$ cat src/core/bst_map.svh
/*
  constants for the boundary scan test port: instruction codes, register
  lengths, reset values. assumes inclusion by bare name.
*/
`ifndef BST_MAP_SVH
`define BST_MAP_SVH
`define BST_IR_LEN        3
`define BST_IR_CAPTURE    3'h1
`define BST_CODE_EXTEST   3'h0
`define BST_CODE_IDCODE   3'h1
`define BST_CODE_SAMPLEZ  3'h2
`define BST_CODE_RSVD_A   3'h3
`define BST_CODE_SAMPLE   3'h4
`define BST_CODE_PRIVATE  3'h5
`define BST_CODE_RSVD_B   3'h6
`define BST_CODE_BYPASS   3'h7
`define BST_ID_LEN        32
`define BST_ID_USED       12
`define BST_ID_VALUE      12'ha53 // arbitrary vendor code, presence bit set
`define BST_BSR_LEN       8
`define BST_PIN_LEN       6
`define BST_BSR_DEFAULT   8'hff
`define BST_TLR_ONES      5
`endif

$ cat src/core/bst_pkg.sv
/*
  types for the boundary scan test port.
  assumes bst_map.svh is on the include path.
*/
`include "bst_map.svh"
package bst_pkg;
  typedef enum logic [3:0] {
    TLR, RTI, SEL_DR, CAP_DR, SH_DR, EX1_DR, PA_DR, EX2_DR, UPD_DR,
    SEL_IR, CAP_IR, SH_IR, EX1_IR, PA_IR, EX2_IR, UPD_IR
  } bst_state_t;
  typedef enum logic [1:0] {PATH_BYP, PATH_ID, PATH_BSR} bst_path_t;
  typedef struct packed {
    logic tck;
    logic tms;
    logic tdi;
  } bst_pins_t;
endpackage

$ cat src/core/bst_bsr.sv
/*
  boundary scan register: capture, shift and falling-edge update latch.
  assumes tck edge strobes come from the tap on the same clock.
*/
`include "bst_map.svh"
module bst_bsr (
  input  wire logic                      i_sys_clk,
  input  wire logic                      i_sys_rst,
  input  wire logic                      i_ce,
  input  wire logic                      i_capture,
  input  wire logic                      i_shift,
  input  wire logic                      i_update,
  input  wire logic                      i_tdi,
  input  wire logic [`BST_PIN_LEN-1:0]   i_pins,
  output logic                           o_sout,
  output logic      [`BST_PIN_LEN-1:0]   o_upd
);
  logic [`BST_BSR_LEN-1:0] sh_reg;
  logic [`BST_BSR_LEN-1:0] sh_next;
  logic [`BST_PIN_LEN-1:0] upd_reg;
  logic [`BST_PIN_LEN-1:0] upd_next;
  localparam logic [`BST_BSR_LEN-1:0] DEF = `BST_BSR_DEFAULT;

  always_comb begin
    sh_next  = sh_reg;
    upd_next = upd_reg;
    if (i_capture) begin
      // unbonded cells take their default
      sh_next = {DEF[`BST_BSR_LEN-1:`BST_PIN_LEN], i_pins};
    end else if (i_shift) begin
      sh_next = {i_tdi, sh_reg[`BST_BSR_LEN-1:1]};
    end
    if (i_update) begin
      upd_next = sh_reg[`BST_PIN_LEN-1:0];
    end
  end

  always_ff @(posedge i_sys_clk) begin
    if (i_sys_rst) begin
      sh_reg  <= `BST_BSR_DEFAULT;
      upd_reg <= '0;
    end else if (i_ce) begin
      sh_reg  <= sh_next;
      upd_reg <= upd_next;
    end
  end

  assign o_sout = sh_reg[0];
  assign o_upd  = upd_reg;
endmodule

$ cat src/core/bst_tap.sv
/*
  test access port of the memory: tap state machine, instruction register,
  bypass, identification and boundary paths, pin drive control.
  assumes tck/tms/tdi arrive asynchronously and are oversampled by i_sys_clk.
*/
// Notes on behaviour
// - capture-ir loads the low two instruction bits with 01.
// - in shift-ir the instruction register shifts between tdi and tdo.
// - new instruction takes effect only at update-ir.
// - three-bit codes, lsb first; 111 is bypass.
// - reserved codes 011 and 110 act as bypass.
// - sample/preload 100 captures pins and shifts boundary register.
// - boundary cells without a pin capture their fixed default.
// - code 000 decodes as extest on the boundary register.
// - under extest the memory inputs stay live.
// - under extest outputs drive boundary cells, updated on falling tck.
// - extest capture-dr loads pins and defaults in parallel.
// - idcode 001 captures the id rom and shifts it.
// - instruction resets to idcode at power-up and test-logic-reset.
// - float-sample 010 floats outputs and uses the boundary register.
// - id bits 31 to 12 unused, bit 0 presence, rest vendor code.
// - device_identification is 32 bits, lsb out first.
// - no reset pin; five tms ones reach test-logic-reset.
// - tms and tdi sampled on rising tck; tdo changes on falling tck.
// - bypass is one flip-flop.
`include "bst_map.svh"
module bst_tap #(
  parameter logic [`BST_ID_USED-1:0] ID_CODE = `BST_ID_VALUE // arbitrary value
) (
  input  wire logic                      i_sys_clk,
  input  wire logic                      i_sys_rst,
  input  wire logic                      i_ce,
  input  wire bst_pkg::bst_pins_t        i_jtag,
  input  wire logic [`BST_PIN_LEN-1:0]   i_pins,
  input  wire logic [`BST_PIN_LEN-1:0]   i_core_out,
  output logic                           o_tdo,
  output logic                           o_tdo_oe_n,
  output logic      [`BST_PIN_LEN-1:0]   o_pin_out,
  output logic                           o_pin_oe_n,
  output logic      [`BST_IR_LEN-1:0]    o_instr
);
  // three-stage sampling of the tap pins
  logic [2:0] tck_s;
  logic [2:0] tms_s;
  logic [2:0] tdi_s;
  logic       tck_q;
  logic       tck_q_next;
  logic       rise;
  logic       fall;

  bst_pkg::bst_state_t        st_reg;
  bst_pkg::bst_state_t        st_next;
  logic [`BST_IR_LEN-1:0]     irs_reg;
  logic [`BST_IR_LEN-1:0]     irs_next;
  logic [`BST_IR_LEN-1:0]     ir_reg;
  logic [`BST_IR_LEN-1:0]     ir_next;
  logic                       byp_reg;
  logic                       byp_next;
  logic [`BST_ID_LEN-1:0]     id_reg;
  logic [`BST_ID_LEN-1:0]     id_next;
  logic                       tdo_reg;
  logic                       tdo_next;
  logic                       tdo_oe_n_reg;
  logic                       tdo_oe_n_next;
  logic [`BST_PIN_LEN-1:0]    pout_reg;
  logic [`BST_PIN_LEN-1:0]    pout_next;
  logic                       poe_n_reg;
  logic                       poe_n_next;
  bst_pkg::bst_path_t         path;
  logic                       tms;
  logic                       tdi;
  logic                       bsr_out;
  logic [`BST_PIN_LEN-1:0]    bsr_upd;
  logic                       sh_dr;
  logic                       is_bsr;

  always_ff @(posedge i_sys_clk) begin
    if (i_sys_rst) begin
      tck_s <= 3'h0;
      tms_s <= 3'h7;
      tdi_s <= 3'h7;
    end else if (i_ce) begin
      tck_s <= {tck_s[1:0], i_jtag.tck};
      tms_s <= {tms_s[1:0], i_jtag.tms};
      tdi_s <= {tdi_s[1:0], i_jtag.tdi};
    end
  end

  always_comb begin
    tck_q_next = tck_q;
    if (tck_s[2] == tck_s[1]) begin
      tck_q_next = tck_s[2];
    end
  end
  assign rise = tck_q_next & ~tck_q;
  assign fall = ~tck_q_next & tck_q;
  assign tms  = tms_s[2];
  assign tdi  = tdi_s[2];

  // instruction decode; unlisted codes fall to bypass
  always_comb begin
    case (ir_reg)
      `BST_CODE_EXTEST:  path = bst_pkg::PATH_BSR;
      `BST_CODE_SAMPLEZ: path = bst_pkg::PATH_BSR;
      `BST_CODE_SAMPLE:  path = bst_pkg::PATH_BSR;
      `BST_CODE_IDCODE:  path = bst_pkg::PATH_ID;
      `BST_CODE_RSVD_A:  path = bst_pkg::PATH_BYP;
      `BST_CODE_RSVD_B:  path = bst_pkg::PATH_BYP;
      `BST_CODE_PRIVATE: path = bst_pkg::PATH_BYP;
      default:           path = bst_pkg::PATH_BYP;
    endcase
  end
  assign is_bsr = (path == bst_pkg::PATH_BSR);
  assign sh_dr  = (st_reg == bst_pkg::SH_DR);

  always_comb begin
    st_next  = st_reg;
    irs_next = irs_reg;
    ir_next  = ir_reg;
    byp_next = byp_reg;
    id_next  = id_reg;
    if (rise) begin
      case (st_reg)
        bst_pkg::TLR:    st_next = tms ? bst_pkg::TLR    : bst_pkg::RTI;
        bst_pkg::RTI:    st_next = tms ? bst_pkg::SEL_DR : bst_pkg::RTI;
        bst_pkg::SEL_DR: st_next = tms ? bst_pkg::SEL_IR : bst_pkg::CAP_DR;
        bst_pkg::CAP_DR: st_next = tms ? bst_pkg::EX1_DR : bst_pkg::SH_DR;
        bst_pkg::SH_DR:  st_next = tms ? bst_pkg::EX1_DR : bst_pkg::SH_DR;
        bst_pkg::EX1_DR: st_next = tms ? bst_pkg::UPD_DR : bst_pkg::PA_DR;
        bst_pkg::PA_DR:  st_next = tms ? bst_pkg::EX2_DR : bst_pkg::PA_DR;
        bst_pkg::EX2_DR: st_next = tms ? bst_pkg::UPD_DR : bst_pkg::SH_DR;
        bst_pkg::UPD_DR: st_next = tms ? bst_pkg::SEL_DR : bst_pkg::RTI;
        bst_pkg::SEL_IR: st_next = tms ? bst_pkg::TLR    : bst_pkg::CAP_IR;
        bst_pkg::CAP_IR: st_next = tms ? bst_pkg::EX1_IR : bst_pkg::SH_IR;
        bst_pkg::SH_IR:  st_next = tms ? bst_pkg::EX1_IR : bst_pkg::SH_IR;
        bst_pkg::EX1_IR: st_next = tms ? bst_pkg::UPD_IR : bst_pkg::PA_IR;
        bst_pkg::PA_IR:  st_next = tms ? bst_pkg::EX2_IR : bst_pkg::PA_IR;
        bst_pkg::EX2_IR: st_next = tms ? bst_pkg::UPD_IR : bst_pkg::SH_IR;
        bst_pkg::UPD_IR: st_next = tms ? bst_pkg::SEL_DR : bst_pkg::RTI;
        default:         st_next = bst_pkg::TLR;
      endcase
      case (st_reg)
        bst_pkg::TLR: ir_next = `BST_CODE_IDCODE;
        bst_pkg::CAP_IR: begin
          irs_next = {irs_reg[`BST_IR_LEN-1:2], 2'(`BST_IR_CAPTURE)};
        end
        bst_pkg::SH_IR: begin
          irs_next = {tdi, irs_reg[`BST_IR_LEN-1:1]};
        end
        bst_pkg::CAP_DR: begin
          byp_next = 1'b0;
          if (path == bst_pkg::PATH_ID) begin
            // presence bit lands in bit 0 of the code
            id_next = {{(`BST_ID_LEN-`BST_ID_USED){1'b0}}, ID_CODE};
          end
        end
        bst_pkg::SH_DR: begin
          byp_next = tdi;
          if (path == bst_pkg::PATH_ID) begin
            id_next = {tdi, id_reg[`BST_ID_LEN-1:1]};
          end
        end
        default: ;
      endcase
    end
    if (fall && st_reg == bst_pkg::UPD_IR) begin
      ir_next = irs_reg;
    end
  end

  // tdo and pin values change on falling tck; float follows the instruction
  always_comb begin
    tdo_next      = tdo_reg;
    tdo_oe_n_next = tdo_oe_n_reg;
    pout_next     = pout_reg;
    poe_n_next    = (ir_next == `BST_CODE_SAMPLEZ);
    if (fall) begin
      tdo_oe_n_next = ~(sh_dr || st_reg == bst_pkg::SH_IR);
      if (st_reg == bst_pkg::SH_IR) begin
        tdo_next = irs_reg[0];
      end else begin
        case (path)
          bst_pkg::PATH_ID:  tdo_next = id_reg[0];
          bst_pkg::PATH_BSR: tdo_next = bsr_out;
          default:           tdo_next = byp_reg;
        endcase
      end
      // inputs to the core are never gated here
      if (ir_next == `BST_CODE_EXTEST) begin
        pout_next = bsr_upd;
      end else begin
        pout_next = i_core_out;
      end
    end
  end

  always_ff @(posedge i_sys_clk) begin
    if (i_sys_rst) begin
      tck_q        <= 1'b0;
      st_reg       <= bst_pkg::TLR;
      irs_reg      <= `BST_CODE_IDCODE;
      ir_reg       <= `BST_CODE_IDCODE;
      byp_reg      <= 1'b0;
      id_reg       <= '0;
      tdo_reg      <= 1'b0;
      tdo_oe_n_reg <= 1'b1;
      pout_reg     <= '0;
      poe_n_reg    <= 1'b0;
    end else if (i_ce) begin
      tck_q        <= tck_q_next;
      st_reg       <= st_next;
      irs_reg      <= irs_next;
      ir_reg       <= ir_next;
      byp_reg      <= byp_next;
      id_reg       <= id_next;
      tdo_reg      <= tdo_next;
      tdo_oe_n_reg <= tdo_oe_n_next;
      pout_reg     <= pout_next;
      poe_n_reg    <= poe_n_next;
    end
  end

  bst_bsr u_bsr (
    .i_sys_clk (i_sys_clk),
    .i_sys_rst (i_sys_rst),
    .i_ce      (i_ce),
    .i_capture (rise && st_reg == bst_pkg::CAP_DR && is_bsr),
    .i_shift   (rise && sh_dr && is_bsr),
    .i_update  (fall && st_reg == bst_pkg::UPD_DR && is_bsr),
    .i_tdi     (tdi),
    .i_pins    (i_pins),
    .o_sout    (bsr_out),
    .o_upd     (bsr_upd)
  );

  assign o_tdo      = tdo_reg;
  assign o_tdo_oe_n = tdo_oe_n_reg;
  assign o_pin_out  = pout_reg;
  assign o_pin_oe_n = poe_n_reg;
  assign o_instr    = ir_reg;
endmodule

$ cat config.mk
export PLATFORM = sky130hd
export DESIGN_NAME = bst_tap
export DESIGN_NICKNAME = d
export VERILOG_FILES = /design/src/core/bst_pkg.sv /design/src/core/bst_bsr.sv /design/src/core/bst_tap.sv
export VERILOG_INCLUDE_DIRS = /design/src /design/src/core
export SDC_FILE = /design/constraint.sdc
export NUM_CORES = 1
export LEC_CHECK = 0
export BUFFER_PORTS_ARGS = -buffer_cell sky130_fd_sc_hd__buf_2
export CAP_MARGIN = 20
export CORE_MARGIN = 1.5
export CORE_UTILIZATION = 58
export DETAILED_ROUTE_END_ITERATION = 10
export GPL_ROUTABILITY_DRIVEN = 0
export PLACE_DENSITY_LB_ADDON = 0.2
export SYNTH_ARGS = -nofsm -noshare
export SYNTH_HDL_FRONTEND = slang
export SYNTH_SLANG_ARGS = --single-unit
export TNS_END_PERCENT = 30
$ cat constraint.sdc
create_clock -name i_sys_clk -period 2.3 [get_ports i_sys_clk]
set_input_delay 0.115 -clock i_sys_clk [delete_from_list [all_inputs] [get_ports i_sys_clk]]
set_output_delay 0.115 -clock i_sys_clk [all_outputs]
set_load 0.01 [all_outputs]
Yosys cells after proc, flatten, opt, wreduce, memory -nomap -nowiden:

Cells that the tools add are included.
W data, S select, Z words.

* output and inout port bits: 12
* flip-flop bits (word level): 76
* input port bits: 18
* logic and storage cells: 100

* bitwise gates (word level): 6
* mux-type cells: 28
* reductions and logical operators: 26
* equal/unequal tests: 24

Operators with widths (number)
* $mux W32: 2
* $pmux W32 S2: 1
* $pmux W4 S12: 1
* $eq A4 B4 Y1 const B: 8
* $eq A4 B3 Y1 const B: 4
* $mux W4: 4
* $mux W8: 2
* $mux W3: 5
* $eq A4 B2 Y1 const B: 2
* $reduce_and A2 Y1: 4
* $logic_and A1 B1 Y1: 7
* $eq A3 B2 Y1 const B: 2
* $logic_not A3 Y1: 2
* $mux W2: 3
* $mux W6: 1
* $pmux W3 S2: 1
* $reduce_and A3 Y1: 2
* $reduce_bool A2 Y1: 3
* $reduce_or A3 Y1: 2
* $mux W1: 5
* $reduce_and A5 Y1: 1
* $eq A4 B1 Y1 const B: 1
* $logic_not A4 Y1: 1
* $not A1 Y1: 4
* other kinds (13): 16

Logic depth before layout (Yosys ltp):

* word-level depth: 8
* gate-level depth with buffers: 9
* gate-level depth less buffers: 8

Hierarchy:

Synthesis repeated with hierarchy kept, for this count alone.

* cells, all modules: 402
* area, all modules: 3335.7 um^2

By module, submodules not included
* bst_tap: area an instance 2731.4 um^2, sequential area each 1241.2 um^2, instances 1, cells each 335
* bst_bsr: area an instance 604.3 um^2, sequential area each 280.3 um^2, instances 1, cells each 67

Least setup slack after synthesis:

OpenSTA, ideal clock, no wires.

* kind: reg2reg
* start point: register ir_reg[1] (netlist: o_instr[1])
* end point: register u_bsr.sh_reg[4]
* arrival: 1.648 ns
* stages on the path, launching flop included: 7
* slack: 0.511 ns
* buffers on the path: 0
* required time: 2.159 ns
* cell sequence: dfxtp_1 or3_1 ha_1 nand3_1 nor4_4 mux2i_1 o211ai_1

* word-level cells in the longest chain between the ends: 7
* elaborated cells between the ends (all ways): 12

RTL lines
* from (decl): RTL line bst_tap.sv:55 `` logic [`BST_IR_LEN-1:0] ir_reg; ``
* from (signal assigned): RTL line bst_tap.sv:202 `` ir_reg <= `BST_CODE_IDCODE; ``
* from (signal assigned): RTL line bst_tap.sv:213 `ir_reg <= ir_next;`
* $eq A3 B3 Y1 (tied with other cells): RTL line bst_tap.sv:102 `case (ir_reg)`
* $reduce_or A3 Y1 (no source line)
* $pmux W2 S2 *: RTL line bst_tap.sv:102
* $eq A2 B2 Y1 *: RTL line bst_tap.sv:113 `assign is_bsr = (path == bst_pkg::PATH_BSR);`
* $logic_and A1 B1 Y1 (on tied branches): RTL line bst_tap.sv:228, bst_tap.sv:227
* $reduce_bool A2 Y1 (no source line)
* $reduce_and A2 Y1 (no source line)
* to (signal assigned): RTL line bst_bsr.sv:40 `` sh_reg <= `BST_BSR_DEFAULT; ``
* to (signal assigned): RTL line bst_bsr.sv:43 `sh_reg <= sh_next;`
* to (decl): RTL line bst_bsr.sv:18 `` logic [`BST_BSR_LEN-1:0] sh_reg; ``

Mark *: on every way between the ends. The rest lies on a longest branch, timed or not.
A chain may end at the register's enable or synchronous reset.

Worst setup path after layout:

* start point: register ir_reg[2] (netlist: o_instr[2])
* end point: register u_bsr.sh_reg[1]

Same word-level chain as after synthesis.

==> metrics.md <==
| Metric | Value |
|---|---|
| CP max FO | 6 |
| Seq pwr share | 0.566 |
| Die height | 78.5 um |
| Slew at the pin closest to its max-slew limit | 0.671 ns |
| Async set-reset flop share out of synthesis | 0 |
| Total of warnings raised by yosys | 0 |
| Starting density of the core | 0.600 |
| Number of vias in the routed layout | 2,824 |
| Logic gate share of total power | 0.028 |
| Biggest area consumer among synthesized cells | sky130_fd_sc_hd__dfxtp_1 |
| Launch instance of the worst min-delay path | i_jtag[2] |
| IO Port Bufs | 29 |
| Largest net degree at the start of global routing | 55 |
| First-pass GRT wire length | 11,800 um |
| Core area | 5510 um2 |
| Startpoint of the most critical register-to-register path | o_instr[2] |
| Source-to-sink clock delay at the later pin of the worst-skew pair | 0.35 ns |
| Register-to-Register Setup Slack | 0.20 ns |
| Cell area after synthesis | 3300 um2 |
| Via count of the first global-routing pass | 2,563 |
| # diodes | 0 |
| Non-filler instance count after layout | 499 |
| Synth-to-layout area growth | 12.6% |
| Cells traversed along the worst timing path | a21oi_1 > ha_1 > nand3_1 > nor4_4 > buf_4 > mux2i_1 > o211ai_1 |
| Final hold slack | 0.0117 ns |
| Distinct cells, synth | 44 |
| Worst clock skew on the final layout | 0.0122 ns |
| Global-route track usage on met3 | 0.0430 |
| CTS tree | built |
| Hold crit path type | input pin to flip-flop |
| Die ar. | 6160 um2 |
| Main synth FF type | sky130_fd_sc_hd__dfxtp_1 |
| CP max stage cell | sky130_fd_sc_hd__dfxtp_1 |
| Area of all placed cells without fillers | 3720 um2 |
| HPWL after DPL | 4410 um |
| Final setup TNS | 0 ns |
| LEAKAGE | 1.42 nW |
| Total wire length after detailed routing | 6790 um |
| Worst Setup End Kind | flip-flop |
| Post-synthesis net count | 418 |
| Pwr dens | 630 nW/um2 |
| Busiest metal layer after global routing | met2 |
| Mean cell area of the mapped netlist | 8.30 um2 |
| Post-layout utilization of the core | 0.676 |
| Initial antenna violation count | 0 |
| Pre-CTS setup slack | 0.207 ns |
| Number of max-slew violations in the final report | 0 |
| Sequential share of the synthesized area | 0.460 |
| Maximum buffer depth of the clock tree | 2 |
| Endpoints failing setup | 0 |
| Final Hold Violating Endpoints | 0 |
| Top cells by area in the synthesized netlist | sky130_fd_sc_hd__dfxtp_1, sky130_fd_sc_hd__mux2i_1, sky130_fd_sc_hd__nand2_1, sky130_fd_sc_hd__a21oi_1, sky130_fd_sc_hd__nand3_1 |
| Crit path kind | flip-flop to flip-flop |
| Global Route met1 Usage | 0.320 |
| CTS sink cnt | 76 |
| Switching share of total power | 0.233 |
| CP Data Arrival Time | 2.29 ns |
| Critical Path Source Type | flip-flop |
| Drt wl/cell | 13.6 um |
| Net switching power | 0.546 mW |
| Number of levels in the clock H-tree | 3 |
| Count of routing violations after the opening detailed-route iteration | 141 |
| Overall power | 2.34 mW |
| Int Pwr | 1.80 mW |
| Depth of the worst register-to-register path | 7 |
| Via density per instance | 5.66 |
| Proportion of netlist area held by the largest area contributor | 0.460 |
| Share of post-route cells with drive strength above 1 | 0.145 |
| Unrepaired setup endpoints after global routing | false |
| Number of remaining DRC errors | 0 |
| Number of synthesized register bits | 76 |
| Peak supply drop | 0.417 mV |
| Post-Synthesis Cells | 398 |
| WP data required | 2.49 ns |
| Post-CTS clock slew at the launch and capture registers of the worst setup and hold paths | 0.08 ns |
| Buffer type at the clock tree root | sky130_fd_sc_hd__clkbuf_8 |
| Maxcap violations | 0 |
| Period minus WS final | 2.10 ns |
| Run status | complete, no violations |
| Die boundary width | 78.5 um |
| Endpoint, Worst Hold | tck_s[0] |
| Flip-flop count of the largest register, all copies and words added | 32 |
| Max-slew headroom | 0.552 |
| Top Ports | 30 |
| Met2 layer usage reported by global route | 0.385 |
| Number of detailed-routing iterations run before antenna repair | 4 |
| Min setup slack post-route | 0.204 ns |
| Number of rows created at floorplan | 27 |
| Clock network fraction of total power | 0.406 |
| Share of the cycle needed by the critical path after routing | 0.911 |
| Crit-path max cell delay | 0.36 ns |
| Remaining Overflow, GRT | 0 |
| Hold-critical path depth | 3 |
| Highest attainable clock frequency | 0.477 GHz |
| End of the worst register-to-register path | u_bsr.sh_reg[1] |
| Number of enable flip-flop cells after synthesis | 0 |
| Total clock buffers created by CTS | 9 |
| Overall global routing resource usage | 0.241 |
| Post-detailed-placement cell area | 3510 um2 |
| Number of nets in the finished design | 442 |
| Number of instances in the placed design | 481 |
| ANT nets after route | 0 |
synthesized netlist by cell type, types with 6 or more instances:
| master | count |
|---|---|
| sky130_fd_sc_hd__clkbuf_1 | 19 |
| sky130_fd_sc_hd__a31oi_1 | 6 |
| sky130_fd_sc_hd__dfxtp_1 | 76 |
| sky130_fd_sc_hd__nand3_1 | 37 |
| sky130_fd_sc_hd__mux2i_1 | 24 |
| sky130_fd_sc_hd__a21oi_1 | 38 |
| sky130_fd_sc_hd__nor2_1 | 33 |
| sky130_fd_sc_hd__o21ai_1 | 6 |
| sky130_fd_sc_hd__o21ai_0 | 16 |
| sky130_fd_sc_hd__nand2_1 | 52 |
| sky130_fd_sc_hd__o211ai_1 | 7 |
| sky130_fd_sc_hd__nor3_1 | 19 |
repair_timing:
action / CTS / global route
endpoints found under the setup margin: 0 / 1
resized for setup: 0 / 1
endpoints found under the hold margin: 2 / 0
setup buffers: 0 / 0
hold buffers: 2 / 0
worst max-delay path, delay by kind of cell (launching register included):
kind                       cells  cell delay (ns)
AOI/OAI and AO/OA              2             0.32
adders and majority gates      1             0.33
buffers and inverters          1             0.23
DFF                            1             0.36
muxes                          1             0.19
and+or+nand+nor                2             0.51
placed cells by master (no fill, tap or decap), types with 2 or more instances in the layout:
cell	n
sky130_fd_sc_hd__a211oi_1	4
sky130_fd_sc_hd__a21oi_1	38
sky130_fd_sc_hd__a22oi_1	2
sky130_fd_sc_hd__a31oi_1	6
sky130_fd_sc_hd__a32oi_1	3
sky130_fd_sc_hd__and2_1	3
sky130_fd_sc_hd__and3_1	3
sky130_fd_sc_hd__buf_12	2
sky130_fd_sc_hd__buf_2	29
sky130_fd_sc_hd__buf_4	10
sky130_fd_sc_hd__clkbuf_8	11
sky130_fd_sc_hd__clkinvlp_4	3
sky130_fd_sc_hd__dfxtp_1	76
sky130_fd_sc_hd__dlygate4sd3_1	2
sky130_fd_sc_hd__ha_1	2
sky130_fd_sc_hd__inv_1	5
sky130_fd_sc_hd__mux2i_1	24
sky130_fd_sc_hd__nand2_1	51
sky130_fd_sc_hd__nand2b_1	5
sky130_fd_sc_hd__nand3_1	37
sky130_fd_sc_hd__nand3b_1	3
sky130_fd_sc_hd__nand4_1	2
sky130_fd_sc_hd__nor2_1	33
sky130_fd_sc_hd__nor2b_1	5
sky130_fd_sc_hd__nor3_1	19
sky130_fd_sc_hd__o211ai_1	7
sky130_fd_sc_hd__o21ai_0	16
sky130_fd_sc_hd__o21ai_1	6
cells by family after synthesis:
kind of cell	count (synthesis)	synth area share
mux	24	0.0727
simple gates	171	0.249
fa+ha+maj	2	0.00757
compound gates	90	0.161
buf+inv	35	0.0492
flops	76	0.460
worst max path at each step:
stage                    start         endpoint  slack (ns)  cells after the start
finish              o_instr[2]  u_bsr.sh_reg[1]        0.20                      7
global route        o_instr[2]  u_bsr.sh_reg[0]        0.02                      7
CTS                  st_reg[1]  u_bsr.sh_reg[6]        0.18                      5
detailed placement   st_reg[1]  u_bsr.sh_reg[6]        0.21                      5
global placement     st_reg[1]  u_bsr.sh_reg[6]        0.29                      5
floorplan           o_instr[1]  u_bsr.sh_reg[4]        0.51                      6
per-layer routing:
metal  vias to the layer above  part of all wire
li1                       1457                 -
met1                      1302              0.48
met2                        51              0.47
met3                        14             0.035
met4                         0             0.021
met5                         -                 0
cell type report:
class	count	area [um2]
tap	72	90.1
sequential	76	1520
multi-input combinational	287	1620
inverter	5	18.8
timing repair buffer	43	280
fill	485	1790
clock buffer	11	151
clock inverter	5	36.3
power by group through the flow:
stage	Sequential, mW	Clock (mW)	Combinational [mW]
after floorplan	1.36	0	0.0411
after global placement	1.36	0	0.0621
after detailed placement	1.36	0	0.0632
after CTS	1.33	0.962	0.0656
after global routing	1.33	1.02	0.0731
final	1.33	0.952	0.0657
Power figures use the tool's default switching activity.
